## src/i2ctt_pkg.sv

```systemverilog
package i2ctt_pkg;
  localparam int unsigned CLK_MHZ = 200;
  localparam logic [7:0] ADDR_CTRL = 8'h1C;
  localparam logic [7:0] ADDR_STAT = 8'h1D;
  localparam int CTL_LACK_BIT = 7;
  localparam int CTL_SH_LSB = 5;
  localparam int CTL_RATE_LSB = 2;
  localparam int CTL_TMO_LSB = 0;
  localparam logic [7:0] CTL_RESET = 8'hB4;
  localparam logic [1:0] TMO_NONE = 2'h3;
  localparam int STAT_WAIT_BIT = 0;
  localparam int STAT_TMO_BIT = 1;
  localparam int STAT_LINK_BIT = 2;
  localparam int unsigned SETUP_NS [4] = '{352, 469, 938, 1046};
  localparam int unsigned HOLD_NS [4] = '{117, 234, 352, 469};
  // typical rates in units of 10 bit/s
  localparam int unsigned RATE_10BPS [8] = '{847, 2830, 6000, 10500, 17300, 33900, 53300, 83700};
  localparam int unsigned TMO_US [3] = '{64, 256, 1024};

  // least times round up to whole cycles
  function automatic int unsigned ns_to_cyc(input int unsigned ns);
    return (ns * CLK_MHZ + 999) / 1000;
  endfunction : ns_to_cyc

  // half bit period, rounded down
  function automatic int unsigned rate_half(input int unsigned r10);
    return (CLK_MHZ * 100000) / (2 * r10);
  endfunction : rate_half

  typedef enum logic [0:0] {
    I2CTT_IDLE = 1'b0,
    I2CTT_WAIT = 1'b1
  } i2ctt_fsm_t;

  typedef struct packed {
    logic [7:0] ctl;
    i2ctt_fsm_t st;
    logic [19:0] cnt;
    logic tmo_flag;
    logic abandon;
    logic [1:0] lsync;
    logic [7:0] rdata;
    logic [7:0] setup;
    logic [7:0] hold;
    logic [15:0] half;
  } i2ctt_state_t;
endpackage : i2ctt_pkg

```

## src/i2ctt_core.sv

```systemverilog
// Summary of operation
// - local ack option clear and forward link down: never drive local acknowledge.
// - local ack option set: acknowledge locally while link down; resets set.
// - two-bit setup/hold select maps to four interval pairs, default code 01.
// - three-bit select sets remote master bit rate, 8.47k up to 837k.
// - two-bit timeout select: about 64, 256 or 1024 microseconds.
// - timeout code 11 means wait forever for the remote answer.
// - rate field sits in bits 4..2, 011=105k, 100=173k, default 101.
//
// Local design decisions: the register offsets and the plain strobed port.
`timescale 1ns/1ps
module i2ctt_core
  import i2ctt_pkg::*;
#(
  parameter int unsigned RATE0_HALF_CYC = rate_half(RATE_10BPS[0]),
  parameter int unsigned TMO0_CYC = TMO_US[0] * CLK_MHZ,
  parameter int unsigned TMO1_CYC = TMO_US[1] * CLK_MHZ,
  parameter int unsigned TMO2_CYC = TMO_US[2] * CLK_MHZ
)
(
  // clock and reset
  input wire logic CLK,
  input wire logic RSTN,
  // register port
  input wire logic [7:0] ADDR,
  input wire logic [7:0] WDATA,
  input wire logic WR,
  input wire logic RD,
  output logic [7:0] RDATA,
  // slave-side engine
  input wire logic FWD_LINK_UP,
  input wire logic ACK_SLOT,
  input wire logic XFER_START,
  input wire logic REMOTE_RESP,
  output logic LOCAL_ACK,
  output logic STRETCH,
  output logic ABANDON,
  // timing to the bit engines
  output logic [7:0] SETUP_CYC,
  output logic [7:0] HOLD_CYC,
  output logic [15:0] HALF_BIT_CYC
);

  // the wait counter is 20 bits and the half period 16 bits wide
  if (TMO0_CYC < 2 || TMO1_CYC < 2 || TMO2_CYC < 2 || TMO2_CYC >= (1 << 20))
  begin : gen_bad_tmo
    $error("i2ctt_core: timeout counts out of range");
  end
  if (RATE0_HALF_CYC < 1 || RATE0_HALF_CYC >= (1 << 16))
  begin : gen_bad_rate
    $error("i2ctt_core: slowest rate count out of range");
  end

  logic [7:0] setup_tab [4];
  logic [7:0] hold_tab [4];
  logic [15:0] half_tab [8];

  // setup and hold round up so the bus never gets less than asked
  for (genvar g = 0; g < 4; g++)
  begin : gen_sh
    assign setup_tab[g] = 8'(ns_to_cyc(SETUP_NS[g]));
    assign hold_tab[g] = 8'(ns_to_cyc(HOLD_NS[g]));
  end

  // slowest entry is a parameter so a short run can still reach it
  for (genvar g = 0; g < 8; g++)
  begin : gen_half
    if (g == 0)
    begin : gen_slow
      assign half_tab[g] = 16'(RATE0_HALF_CYC);
    end
    else
    begin : gen_fast
      assign half_tab[g] = 16'(rate_half(RATE_10BPS[g]));
    end
  end

  i2ctt_state_t s;
  i2ctt_state_t next_s;
  logic link;
  logic [1:0] tmo_sel;
  logic [19:0] limit;
  logic expire;

  assign link = s.lsync[1];
  assign tmo_sel = s.ctl[CTL_TMO_LSB +: 2];

  always_comb
  begin
    case (tmo_sel)
      2'h0: limit = 20'(TMO0_CYC);
      2'h1: limit = 20'(TMO1_CYC);
      2'h2: limit = 20'(TMO2_CYC);
      default: limit = 20'hFFFFF;
    endcase
  end

  // code 11 never expires, the wait is unbounded
  assign expire = (s.st == I2CTT_WAIT) && (tmo_sel != TMO_NONE) && (s.cnt == limit - 20'h1);

  always_comb
  begin
    next_s = s;
    next_s.lsync = {s.lsync[0], FWD_LINK_UP};
    next_s.abandon = 1'b0;
    next_s.setup = setup_tab[s.ctl[CTL_SH_LSB +: 2]];
    next_s.hold = hold_tab[s.ctl[CTL_SH_LSB +: 2]];
    next_s.half = half_tab[s.ctl[CTL_RATE_LSB +: 3]];
    case (s.st)
      I2CTT_IDLE:
      begin
        next_s.cnt = 20'h0;
        if (XFER_START && link)
          next_s.st = I2CTT_WAIT;
      end
      I2CTT_WAIT:
      begin
        next_s.cnt = s.cnt + 20'h1;
        if (REMOTE_RESP)
          next_s.st = I2CTT_IDLE;
        else if (expire)
        begin
          next_s.st = I2CTT_IDLE;
          next_s.abandon = 1'b1;
        end
      end
      default:
        next_s.st = I2CTT_IDLE;
    endcase
    if (WR && ADDR == ADDR_CTRL)
      next_s.ctl = WDATA;
    else if (WR && ADDR == ADDR_STAT && WDATA[STAT_TMO_BIT])
      next_s.tmo_flag = 1'b0;
    // a timeout in the clearing cycle stays visible
    if (s.st == I2CTT_WAIT && !REMOTE_RESP && expire)
      next_s.tmo_flag = 1'b1;
    next_s.rdata = 8'h00;
    if (RD && ADDR == ADDR_CTRL)
      next_s.rdata = s.ctl;
    else if (RD && ADDR == ADDR_STAT)
    begin
      next_s.rdata[STAT_WAIT_BIT] = (s.st == I2CTT_WAIT);
      next_s.rdata[STAT_TMO_BIT] = s.tmo_flag;
      next_s.rdata[STAT_LINK_BIT] = link;
    end
  end

  always_ff @(posedge CLK)
  begin
    if (!RSTN)
    begin
      s <= '0;
      s.ctl <= CTL_RESET;
      s.st <= I2CTT_IDLE;
    end
    else
      s <= next_s;
  end

  // acknowledge only in the slot, only with the option set
  assign LOCAL_ACK = ACK_SLOT && !link && s.ctl[CTL_LACK_BIT];
  assign STRETCH = (s.st == I2CTT_WAIT);
  assign ABANDON = s.abandon;
  assign RDATA = s.rdata;
  assign SETUP_CYC = s.setup;
  assign HOLD_CYC = s.hold;
  assign HALF_BIT_CYC = s.half;
endmodule : i2ctt_core

```

## config.mk

```make
export PLATFORM = sky130hd
export DESIGN_NAME = i2ctt_core
export DESIGN_NICKNAME = d
export VERILOG_FILES = /design/src/i2ctt_pkg.sv /design/src/i2ctt_core.sv
export SDC_FILE = /design/constraint.sdc
export NUM_CORES = 1
export LEC_CHECK = 0
export BUFFER_PORTS_ARGS = -buffer_cell sky130_fd_sc_hd__buf_2
export CAP_MARGIN = 40
export CORE_AREA = 10 10 83 85
export DETAILED_ROUTE_END_ITERATION = 12
export DIE_AREA = 0 0 93 95
export HOLD_SLACK_MARGIN = 0.02
export PLACE_DENSITY = 0.82
export SLEW_MARGIN = 20
export SYNTH_ARGS = -nofsm -noshare
export SYNTH_HDL_FRONTEND = slang
export SYNTH_SLANG_ARGS = --single-unit
```

## constraint.sdc

```tcl
create_clock -name CLK -period 3.4 [get_ports CLK]
set_input_delay 0.85 -clock CLK [delete_from_list [all_inputs] [get_ports CLK]]
set_output_delay 0.85 -clock CLK [all_outputs]
set_load 0.02 [all_outputs]
```

==> qor.txt, run 1 <==
==================================================================================================
Crit path time final ................................................................      2.19 ns
Leading cell type in the layout, fill and taps excluded ............................. sky130_fd_sc_hd__dfxtp_1
Total power divided by cell area ....................................................   479 nW/µm²
Avg Inst Size Synth .................................................................     9.51 µm²
Category of the worst setup path launch point .......................................   input port
Worst-path fanout max ...............................................................           10
Cell with the largest stage delay on the worst path ................................. sky130_fd_sc_hd__and4b_1
RSZ-0062 raised after global routing ................................................        false
Number of buffer and inverter instances along the worst setup path ..................            1
Critical Path Stages ................................................................            5
Number of flip-flops and latches in the synthesized netlist .........................           63
Post-route antenna net violation count ..............................................            0
Required time of the critical path ..................................................      3.62 ns
Result of the run ................................................................... finished clean
Number of maximum-capacitance constraint violations .................................            0
Std cell rows .......................................................................           27
Fraction of final layout cells with drive strength greater than 1 ...................        0.249
Fillers .............................................................................          457
Data arrival time at the worst-slack endpoint .......................................      2.41 ns
Clock net sink count ................................................................           63
Overflow left after global routing ..................................................            0
Leak ................................................................................      1.37 nW
Total negative setup slack ..........................................................         0 ns
Crit. End Element ...................................................................    flip-flop
Root buffer selected by CTS ......................................................... sky130_fd_sc_hd__clkbuf_8
Vias in the first global route ......................................................         2111
Count of mapped cells out of synthesis ..............................................          304
Clock transition time at the flip-flop clock pins of the worst setup and hold paths .      0.07 ns
Number of synthesized flops with an enable pin ......................................            0
Count of H-tree levels built during CTS .............................................            3
Maximum number of pins on one net before global-route repair ........................           35
Die Span X ..........................................................................        93 µm
Post-synth ARST share ...............................................................            0
Remaining design rule violation count ...............................................            0
Final setup vio count ...............................................................            0
Transition time at the pin with the least slew margin ...............................     0.740 ns
Final wirelength ....................................................................      5830 µm
Number of placed instances with taps included .......................................          393
Final GP Congestion .................................................................        0.774
Total setup buffers inserted after CTS ..............................................            0
CTS resizes .........................................................................            0
Sequential cell area fraction in the yosys report ...................................        0.436
Overall via count from detail_route .................................................         2066
Hold Crit Depth .....................................................................            1
Classification of the worst-slack hold path .........................................      reg2reg
Floorplan die height ................................................................        95 µm
Initial core utilization ............................................................        0.541
Critical Setup Path Class ...........................................................       in2reg
Post-Route Skew .....................................................................    0.0125 ns
CTS tree ............................................................................          yes
Via-to-Cell Ratio ...................................................................         5.05
Netlist area before placement .......................................................     2890 µm²
Number of DRC violations after detailed-routing iteration 0 .........................           89
Buffer levels on the longest clock path .............................................            2
Max incr delay on CP ................................................................      0.60 ns
Clock buffers created by TritonCTS ..................................................            9
Cts hold-fix bufs ...................................................................            0
Count of warnings emitted by yosys ..................................................            0
Fmax ................................................................................      456 MHz
VDD IR-drop max .....................................................................     0.276 mV
Distinct cell type count of the synthesized netlist .................................           39
Average detailed-routed wire length per instance ....................................      14.2 µm
# diodes ............................................................................            0
Leading cell types in the layout, fill and taps excluded ............................ 63 x sky130_fd_sc_hd__dfxtp_1, 62 x sky130_fd_sc_hd__buf_2, 19 x sky130_fd_sc_hd__nor2_1
Overall power of the completed layout ...............................................      1.53 mW
Number of I/O pins ..................................................................           67
Part of the cycle the worst path needs ..............................................        0.645
Iteration count of the initial detailed-routing pass ................................            4
Number of endpoints with negative hold slack in the final report ....................            0
FF-to-FF path depth .................................................................            6
Overall routing resource usage ......................................................        0.139
Syn-to-layout area delta ............................................................        10.6%
Final slew viol count ...............................................................            0
Top delay family on crit path ....................................................... simple AND/OR/NAND/NOR gates
Worst slew margin relative to its limit .............................................        0.505
Die Area ............................................................................     8840 µm²
Nets ................................................................................          372
Clock Latency Late Sink .............................................................      0.34 ns
Standard cell core area .............................................................     5340 µm²
HPWL Detailed .......................................................................      4230 µm
Dominant register cell in the synthesized netlist ................................... sky130_fd_sc_hd__dfxtp_1
Layout Cells excl Fill ..............................................................          409
Initial antenna violation count .....................................................            0
Global-route wire length before repair ..............................................      9920 µm
Critical path cell sequence ......................................................... buf_2, nor4b_1, and4b_1, mux2i_1, nand2_1
Port bufs ...........................................................................           62
==================================================================================================
-- layout make-up --
class                      instances  area (µm²)  share of cell area
clock buffer                      11         141              0.0442
clock inverter                     5        81.3              0.0255
inverter                           8        30.0             0.00940
multi-input combinational        187        1270               0.399
sequential                        63        1260               0.395
tap                               72        90.1              0.0282
timing repair buffer              63         318              0.0995
-- final timing paths --
check / slack, ns / from / endpoint
worst min register to register: 0.45 / next_s[41]$_SDFF_PN0_ / link$_SDFF_PN0_
worst max-delay path: 1.21 / ADDR[5] / s[72]$_SDFFE_PN1P_
worst max register to register: 1.26 / s[66]$_SDFFE_PN0P_ / STRETCH$_SDFF_PN0_
worst min-delay path: 0.45 / next_s[41]$_SDFF_PN0_ / link$_SDFF_PN0_
-- per-stage QoR --
stage | setup slack [ns] | hold slack (ns) | utilization | area, µm²
floorplan | 1.34 | 0.412 | - | 2900
global placement | 0.961 | 0.417 | 0.557 | 2970
detailed placement | 0.836 | 0.426 | 0.557 | 2970
CTS | 1.19 | 0.446 | 0.599 | 3200
global route | 1.02 | 0.465 | 0.599 | 3200
finish | 1.21 | 0.449 | 0.599 | 3200
-- layer usage --
layer / wire, µm / share of wire / global-route usage
met5: 0 / 0 / 0
met4: 110 / 0.019 / 0.0720
met3: 477 / 0.082 / 0.0492
met2: 2850 / 0.49 / 0.238
met1: 2390 / 0.41 / 0.150
-- cell usage after synthesis, drive strengths merged (2+ instances only) --
library cell  instances  area [µm²]
dfxtp                63        1260
buf                  42         310
nor2                 19        71.3
nand2                18        67.6
and2                 16         100
ha                   16         200
mux2i                10         100
a21oi                 9        45.0
o21ai                 9        45.0
inv                   8        30.0
nand4                 8        50.1
nor2b                 8        50.1
nor3                  8        40.0
clkbuf                7        26.3
xnor2                 7        61.3
nand3                 6        30.0
xor2                  6        52.6
and4                  4        36.3
nand2b                4        25.0
o211ai                4        30.0
or3                   4        25.0
or4                   4        30.0
a21boi                3        22.5
and4b                 3        30.0
o31ai                 3        22.5
and3                  2        12.5
and3b                 2        17.5
nand3b                2        15.0
nor4b                 2        23.8
-- kinds of logic after synthesis --
kind of cell / share of synthesized area
simple gates: 0.225
flops: 0.436
mux: 0.0346
xor+xnor: 0.0394
other cells: 0.00130
compound gates: 0.0671
fa+ha+maj: 0.0693
buf+inv: 0.127
-- registers in the layout (all words and copies together) (netlist names), 2 cells and up --
| register | cells |
|---|---|
| HOLD_CYC | 2 |
| s | 29 |
| RDATA | 8 |
| SETUP_CYC | 7 |
| HALF_BIT_CYC | 13 |
-- power breakdown --
part	switching [mW]	internal, mW	leakage [nW]
logic	0.0372	0.0247	0.750
clock network	0.286	0.433	0.110
registers	0.00330	0.745	0.511
total	0.326	1.20	1.37
(Power assumes the default switching activity.)
==> run 2, diff against run 1 <==
--- a/config.mk
+++ b/config.mk
@@ -7,11 +7,11 @@
 export LEC_CHECK = 0
 export BUFFER_PORTS_ARGS = -buffer_cell sky130_fd_sc_hd__buf_2
 export CAP_MARGIN = 40
-export CORE_AREA = 10 10 83 85
+export CORE_AREA = 10 10 89 91
 export DETAILED_ROUTE_END_ITERATION = 12
-export DIE_AREA = 0 0 93 95
+export DIE_AREA = 0 0 99 101
 export HOLD_SLACK_MARGIN = 0.02
-export PLACE_DENSITY = 0.82
+export PLACE_DENSITY = 0.75
 export SLEW_MARGIN = 20
 export SYNTH_ARGS = -nofsm -noshare
 export SYNTH_HDL_FRONTEND = slang
==> constraint.sdc (replaced) <==
create_clock -name CLK -period 1.9 [get_ports CLK]
set_input_delay 0.475 -clock CLK [delete_from_list [all_inputs] [get_ports CLK]]
set_output_delay 0.475 -clock CLK [all_outputs]
set_load 0.02 [all_outputs]
==> run 2 against run 1 <==
Net effect: the run now ends with setup timing left; first-iteration DRC count down 35%; non-clock buffer count rose by 15; flip-flop and latch count is the same; highest routed layer unchanged.
==> qor.txt, run 2 (synthesized netlist as in run 1, its figures left out) <==
==================================================================================================
Die Span X ..........................................................................        99 µm
Average detailed-routed wire length per instance ....................................      14.0 µm
Syn-to-layout area delta ............................................................        14.8%
VDD IR-drop max .....................................................................     0.410 mV
Register-to-Register Setup Slack ....................................................     -0.02 ns
Fmax ................................................................................      520 MHz
Reg-to-reg startpoint ............................................................... s[65]$_SDFFE_PN0P_
Hold Crit Depth .....................................................................            2
HPWL Detailed .......................................................................      4430 µm
Crit path time final ................................................................      1.92 ns
Data arrival time at the worst-slack endpoint .......................................      2.17 ns
Clock transition time at the flip-flop clock pins of the worst setup and hold paths .      0.07 ns
Classification of the worst-slack hold path .........................................       in2reg
Post-route antenna net violation count ..............................................            0
Cts hold-fix bufs ...................................................................            0
Leading cell types in the layout, fill and taps excluded ............................ 62 x sky130_fd_sc_hd__buf_2, 61 x sky130_fd_sc_hd__dfxtp_1, 19 x sky130_fd_sc_hd__nor2_1
Via-to-Cell Ratio ...................................................................         4.96
Placed inst area ....................................................................     3080 µm²
Cell with the largest stage delay on the worst path ................................. sky130_fd_sc_hd__dfxtp_4
Top delay family on crit path ....................................................... simple AND/OR/NAND/NOR gates
Register containing the most flip-flops in the final layout .........................            s
Final GP Congestion .................................................................        0.833
Number of buffer and inverter instances along the worst setup path ..................            1
Buffer levels on the longest clock path .............................................            2
Global-route wire length before repair ..............................................     10100 µm
Number of DRC violations after detailed-routing iteration 0 .........................           58
Initial antenna violation count .....................................................            0
Endpoint of the worst hold-timing path .............................................. next_s[41]$_SDFF_PN0_
Standard cell core area .............................................................     6200 µm²
Number of endpoints with negative hold slack in the final report ....................            0
Remaining design rule violation count ...............................................            0
CTS tree ............................................................................          yes
Leak ................................................................................      1.42 nW
Critical Setup Path Class ...........................................................      reg2reg
Critical path cell sequence ......................................................... inv_1, ha_2, or3b_4, a222oi_1, nand4_1, a21o_2
Final wirelength ....................................................................      6000 µm
Crit path setup slack, layout .......................................................   -0.0225 ns
Hold Startpoint .....................................................................  FWD_LINK_UP
Worst-path fanout max ...............................................................            4
Final non-filler cell area ..........................................................     3320 µm²
Vias in the first global route ......................................................         2185
Layout Cells excl Fill ..............................................................          429
Clock Latency Late Sink .............................................................      0.35 ns
Die Area ............................................................................    10000 µm²
Fillers .............................................................................          559
Number of maximum-capacitance constraint violations .................................            0
Flip-flop count of the largest register, all copies and words added .................           29
Part of the cycle the worst path needs ..............................................         1.01
Root buffer selected by CTS ......................................................... sky130_fd_sc_hd__clkbuf_8
Floorplan die height ................................................................       101 µm
FF-to-FF path depth .................................................................            6
Final setup vio count ...............................................................            1
Overall via count from detail_route .................................................         2129
Nets ................................................................................          387
Final slew viol count ...............................................................            0
Number of I/O pins ..................................................................           67
Overall routing resource usage ......................................................        0.125
Required time of the critical path ..................................................      2.15 ns
Failing checks ...................................................................... setup timing
# diodes ............................................................................            0
Clock net sink count ................................................................           63
Overflow left after global routing ..................................................            0
Fraction of final layout cells with drive strength greater than 1 ...................        0.304
Number of placed instances with taps included .......................................          412
Total power divided by cell area ....................................................   759 nW/µm²
Iteration count of the initial detailed-routing pass ................................            4
Post-Route Skew .....................................................................   0.00715 ns
Crit. End Element ...................................................................    flip-flop
Initial core utilization ............................................................        0.466
Count of H-tree levels built during CTS .............................................            3
Std cell rows .......................................................................           29
Maximum number of pins on one net before global-route repair ........................           25
Max incr delay on CP ................................................................      0.37 ns
Port bufs ...........................................................................           62
Leading cell type in the layout, fill and taps excluded ............................. sky130_fd_sc_hd__buf_2
Category of the worst setup path launch point .......................................    flip-flop
Clock buffers created by TritonCTS ..................................................            9
RSZ-0062 raised after global routing ................................................         true
Result of the run ................................................................... finished with violations
Worst r2r dst ....................................................................... STRETCH$_SDFF_PN0_
==================================================================================================
## run 2: changes by cell type in the layout (fill, tap and decap cells not counted), sizes merged
cell / previous run / this run
buf: 63 / 78
inv: 8 / 9
clkbuf: 11 / 10
clkinvlp: 1 / 3
bufinv: 2 / 0
## run 2: through the flow
stage	power (mW)	hold slack, ns	setup WS [ns]	util	TNS [ns]
2_1_floorplan	1.46	0.412	0.0135	-	0
3_3_place_gp	1.49	0.418	0.0479	0.497	0
3_5_place_dp	1.49	0.433	0.0379	0.497	0
4_1_cts	2.55	0.322	0.00403	0.527	0
5_1_grt	2.61	0.341	-0.0692	0.535	-0.126
6_report	2.52	0.334	-0.0225	0.535	-0.0225
## run 2: layer usage
layer	routed length [µm]	track usage	part of all wire	vias up
met5	0	0	0	-
met4	132	0.0662	0.022	0
met3	566	0.0542	0.094	13
met2	2850	0.208	0.47	54
met1	2450	0.131	0.41	986
li1	-	-	-	1076
## run 2: repair_timing
| action | CTS | global route |
|---|---|---|
| pin swaps | 3 | 1 |
| endpoints found under the setup margin | 3 | 3 |
| gates resized for setup | 3 | 9 |
| buffers inserted | 0 | 1 |
## run 2: worst max-delay path by stage
stage               slack, ns  depth (start not counted)            endpoint          startpoint
floorplan                0.01                          6  STRETCH$_SDFF_PN0_  s[66]$_SDFFE_PN0P_
global placement         0.05                          6  STRETCH$_SDFF_PN0_  s[66]$_SDFFE_PN0P_
detailed placement       0.04                          6  STRETCH$_SDFF_PN0_  s[66]$_SDFFE_PN0P_
CTS                     0.004                          6  STRETCH$_SDFF_PN0_  s[66]$_SDFFE_PN0P_
global route            -0.07                          6  s[43]$_SDFFE_PN0P_  s[66]$_SDFFE_PN0P_
finish                  -0.02                          6  STRETCH$_SDFF_PN0_  s[65]$_SDFFE_PN0P_
## run 2: final cells by class
class | instances | area (µm²) | area share
repair buffers | 78 | 434 | 0.131
multi-input cells | 187 | 1310 | 0.394
flip-flops and latches | 63 | 1270 | 0.382
well taps | 77 | 96.3 | 0.0290
clock buffers | 10 | 138 | 0.0415
inverters | 8 | 30.0 | 0.00905
clock inverters | 6 | 45.0 | 0.0136
## run 2: power breakdown
group	internal, mW	leakage [nW]	total (mW)	switching (mW)
sequential	1.33	0.513	1.34	0.00468
combinational	0.0478	0.822	0.117	0.0688
clock	0.512	0.0849	1.06	0.553
==> run 3, diff against run 2 <==
--- a/config.mk
+++ b/config.mk
@@ -8,10 +8,12 @@
 export BUFFER_PORTS_ARGS = -buffer_cell sky130_fd_sc_hd__buf_2
 export CAP_MARGIN = 40
 export CORE_AREA = 10 10 89 91
+export CTS_BUF_LIST = sky130_fd_sc_hd__clkbuf_8 sky130_fd_sc_hd__clkbuf_16
 export DETAILED_ROUTE_END_ITERATION = 12
 export DIE_AREA = 0 0 99 101
 export HOLD_SLACK_MARGIN = 0.02
 export PLACE_DENSITY = 0.75
+export SETUP_SLACK_MARGIN = 0.3
 export SLEW_MARGIN = 20
 export SYNTH_ARGS = -nofsm -noshare
 export SYNTH_HDL_FRONTEND = slang
==> run 3 against run 2 <==
Net effect: the flow now finishes without violations; critical path depth fell by 1; hold slack improved by 0.020 ns; power rose by 2.7%; final area rose by 2.5%; sequential power barely moved; clock-buffer cell count did not move; critical path type unchanged; highest routed layer unchanged.
==> qor.txt, run 3 (synthesized netlist as in run 1, its figures left out) <==
==================================================================================================
Result of the run ................................................................... finished clean
Fraction of final layout cells with drive strength greater than 1 ...................        0.340
Initial core utilization ............................................................        0.466
Maximum number of pins on one net before global-route repair ........................           30
Classification of the worst-slack hold path .........................................       in2reg
Floorplan die height ................................................................       101 µm
Clock transition time at the flip-flop clock pins of the worst setup and hold paths .      0.07 ns
# diodes ............................................................................            0
Final GP Congestion .................................................................        0.788
Endpoint of the worst hold-timing path .............................................. next_s[41]$_SDFF_PN0_
Clock net sink count ................................................................           63
Die Span X ..........................................................................        99 µm
Register containing the most flip-flops in the final layout .........................            s
Minimum setup slack after placement .................................................    0.0630 ns
Critical Path Start ................................................................. s[65]$_SDFFE_PN0P_
Post-route antenna net violation count ..............................................            0
Required time of the critical path ..................................................      2.15 ns
FF-to-FF path depth .................................................................            5
Number of I/O pins ..................................................................           67
Number of DRC violations after detailed-routing iteration 0 .........................           79
Final setup vio count ...............................................................            0
Crit path time final ................................................................      1.84 ns
Total negative setup slack ..........................................................         0 ns
Initial antenna violation count .....................................................            0
Die Area ............................................................................    10000 µm²
Number of endpoints with negative hold slack in the final report ....................            0
Global-route wire length before repair ..............................................     10200 µm
Final wirelength ....................................................................      6130 µm
Standard cell core area .............................................................     6200 µm²
Clock Latency Late Sink .............................................................      0.33 ns
Clock buffers created by TritonCTS ..................................................            9
Root buffer selected by CTS ......................................................... sky130_fd_sc_hd__clkbuf_8
Std cell rows .......................................................................           29
Crit. End Element ...................................................................    flip-flop
Iteration count of the initial detailed-routing pass ................................            4
Leading cell types in the layout, fill and taps excluded ............................ 62 x sky130_fd_sc_hd__buf_2, 54 x sky130_fd_sc_hd__dfxtp_1, 19 x sky130_fd_sc_hd__nor2_1
Buffer levels on the longest clock path .............................................            2
Vias in the first global route ......................................................         2149
Count of H-tree levels built during CTS .............................................            3
Worst-path fanout max ...............................................................            5
CTS tree ............................................................................          yes
Average detailed-routed wire length per instance ....................................      14.3 µm
Category of the worst setup path launch point .......................................    flip-flop
Register-to-Register Setup Slack ....................................................      0.06 ns
Nets ................................................................................          388
RSZ-0062 raised after global routing ................................................         true
Data arrival time at the worst-slack endpoint .......................................      2.09 ns
Hold Startpoint .....................................................................  FWD_LINK_UP
VDD IR-drop max .....................................................................     0.382 mV
Overflow left after global routing ..................................................            0
Hold Crit Depth .....................................................................            2
Post-Route Skew .....................................................................   0.00714 ns
Fillers .............................................................................          566
Flip-flop count of the largest register, all copies and words added .................           29
Fmax ................................................................................      543 MHz
Port bufs ...........................................................................           62
Via-to-Cell Ratio ...................................................................         4.99
Final slew viol count ...............................................................            0
Part of the cycle the worst path needs ..............................................        0.968
HPWL Detailed .......................................................................      4530 µm
Critical Setup Path Class ...........................................................      reg2reg
Leak ................................................................................      1.47 nW
Total power divided by cell area ....................................................   761 nW/µm²
Reg-to-reg startpoint ............................................................... s[65]$_SDFFE_PN0P_
Number of maximum-capacitance constraint violations .................................            0
Overall via count from detail_route .................................................         2147
Leading cell type in the layout, fill and taps excluded ............................. sky130_fd_sc_hd__buf_2
Crit path setup slack, layout .......................................................    0.0601 ns
Remaining design rule violation count ...............................................            0
Syn-to-layout area delta ............................................................        17.6%
Cts hold-fix bufs ...................................................................            0
Worst r2r dst ....................................................................... s[43]$_SDFFE_PN0P_
Overall routing resource usage ......................................................        0.127
==================================================================================================
run 3: final cells by class:
class	count	area, µm²	share of cell area
timing repair buffer	79	450	0.132
clock buffer	10	138	0.0405
tap	77	96.3	0.0283
multi-input combinational	187	1350	0.396
clock inverter	6	58.8	0.0173
sequential	63	1280	0.376
inverter	8	32.5	0.00957
run 3: how the worst max path moves through the flow:
stage                               to  slack (ns)  cells after the start
global route        s[43]$_SDFFE_PN0P_        0.02                      6
finish              s[43]$_SDFFE_PN0P_        0.06                      5
CTS                 s[43]$_SDFFE_PN0P_        0.07                      5
floorplan           STRETCH$_SDFF_PN0_        0.19                      5
detailed placement  s[43]$_SDFFE_PN0P_        0.06                      5
global placement    s[43]$_SDFFE_PN0P_        0.08                      5
run 3: power by group:
part	switching, mW	leakage [nW]	internal (mW)
clock	0.499	0.102	0.634
sequential	0.00458	0.516	1.33
combinational	0.0697	0.851	0.0477
total	0.573	1.47	2.01
run 3: metal layers:
layer,part of all wire,vias to the layer above,track usage
li1,-,1077,-
met1,0.41,1010,0.136
met2,0.49,53,0.215
met3,0.079,7,0.0501
met4,0.015,0,0.0595
met5,0,-,0
run 3: repair_timing:
item | in CTS | in global routing
setup endpoints to repair | 6 | 15
setup buffers | 6 | 1
gates cloned | 0 | 0
pin swaps | 1 | 0
gates resized for setup | 3 | 13
run 3: critical path, cell delays in order, from the launching register on:
cell	delay (ns)
sky130_fd_sc_hd__dfxtp_4	0.38
sky130_fd_sc_hd__ha_4	0.16
sky130_fd_sc_hd__or4_1	0.47
sky130_fd_sc_hd__a222oi_1	0.30
sky130_fd_sc_hd__nand4_1	0.20
sky130_fd_sc_hd__o31ai_1	0.25
run 3: per-stage QoR:
step                total power, mW  cell area, µm²  utilization  hold slack (ns)  instances
finish                         2.59            3400        0.548            0.355        430
global route                   2.70            3400        0.548            0.357        430
floorplan                      1.46            2950            -            0.412        307
CTS                            2.62            3370        0.542            0.345        429
detailed placement             1.49            3110        0.501            0.422        407
global placement               1.48            3110        0.501            0.421        407
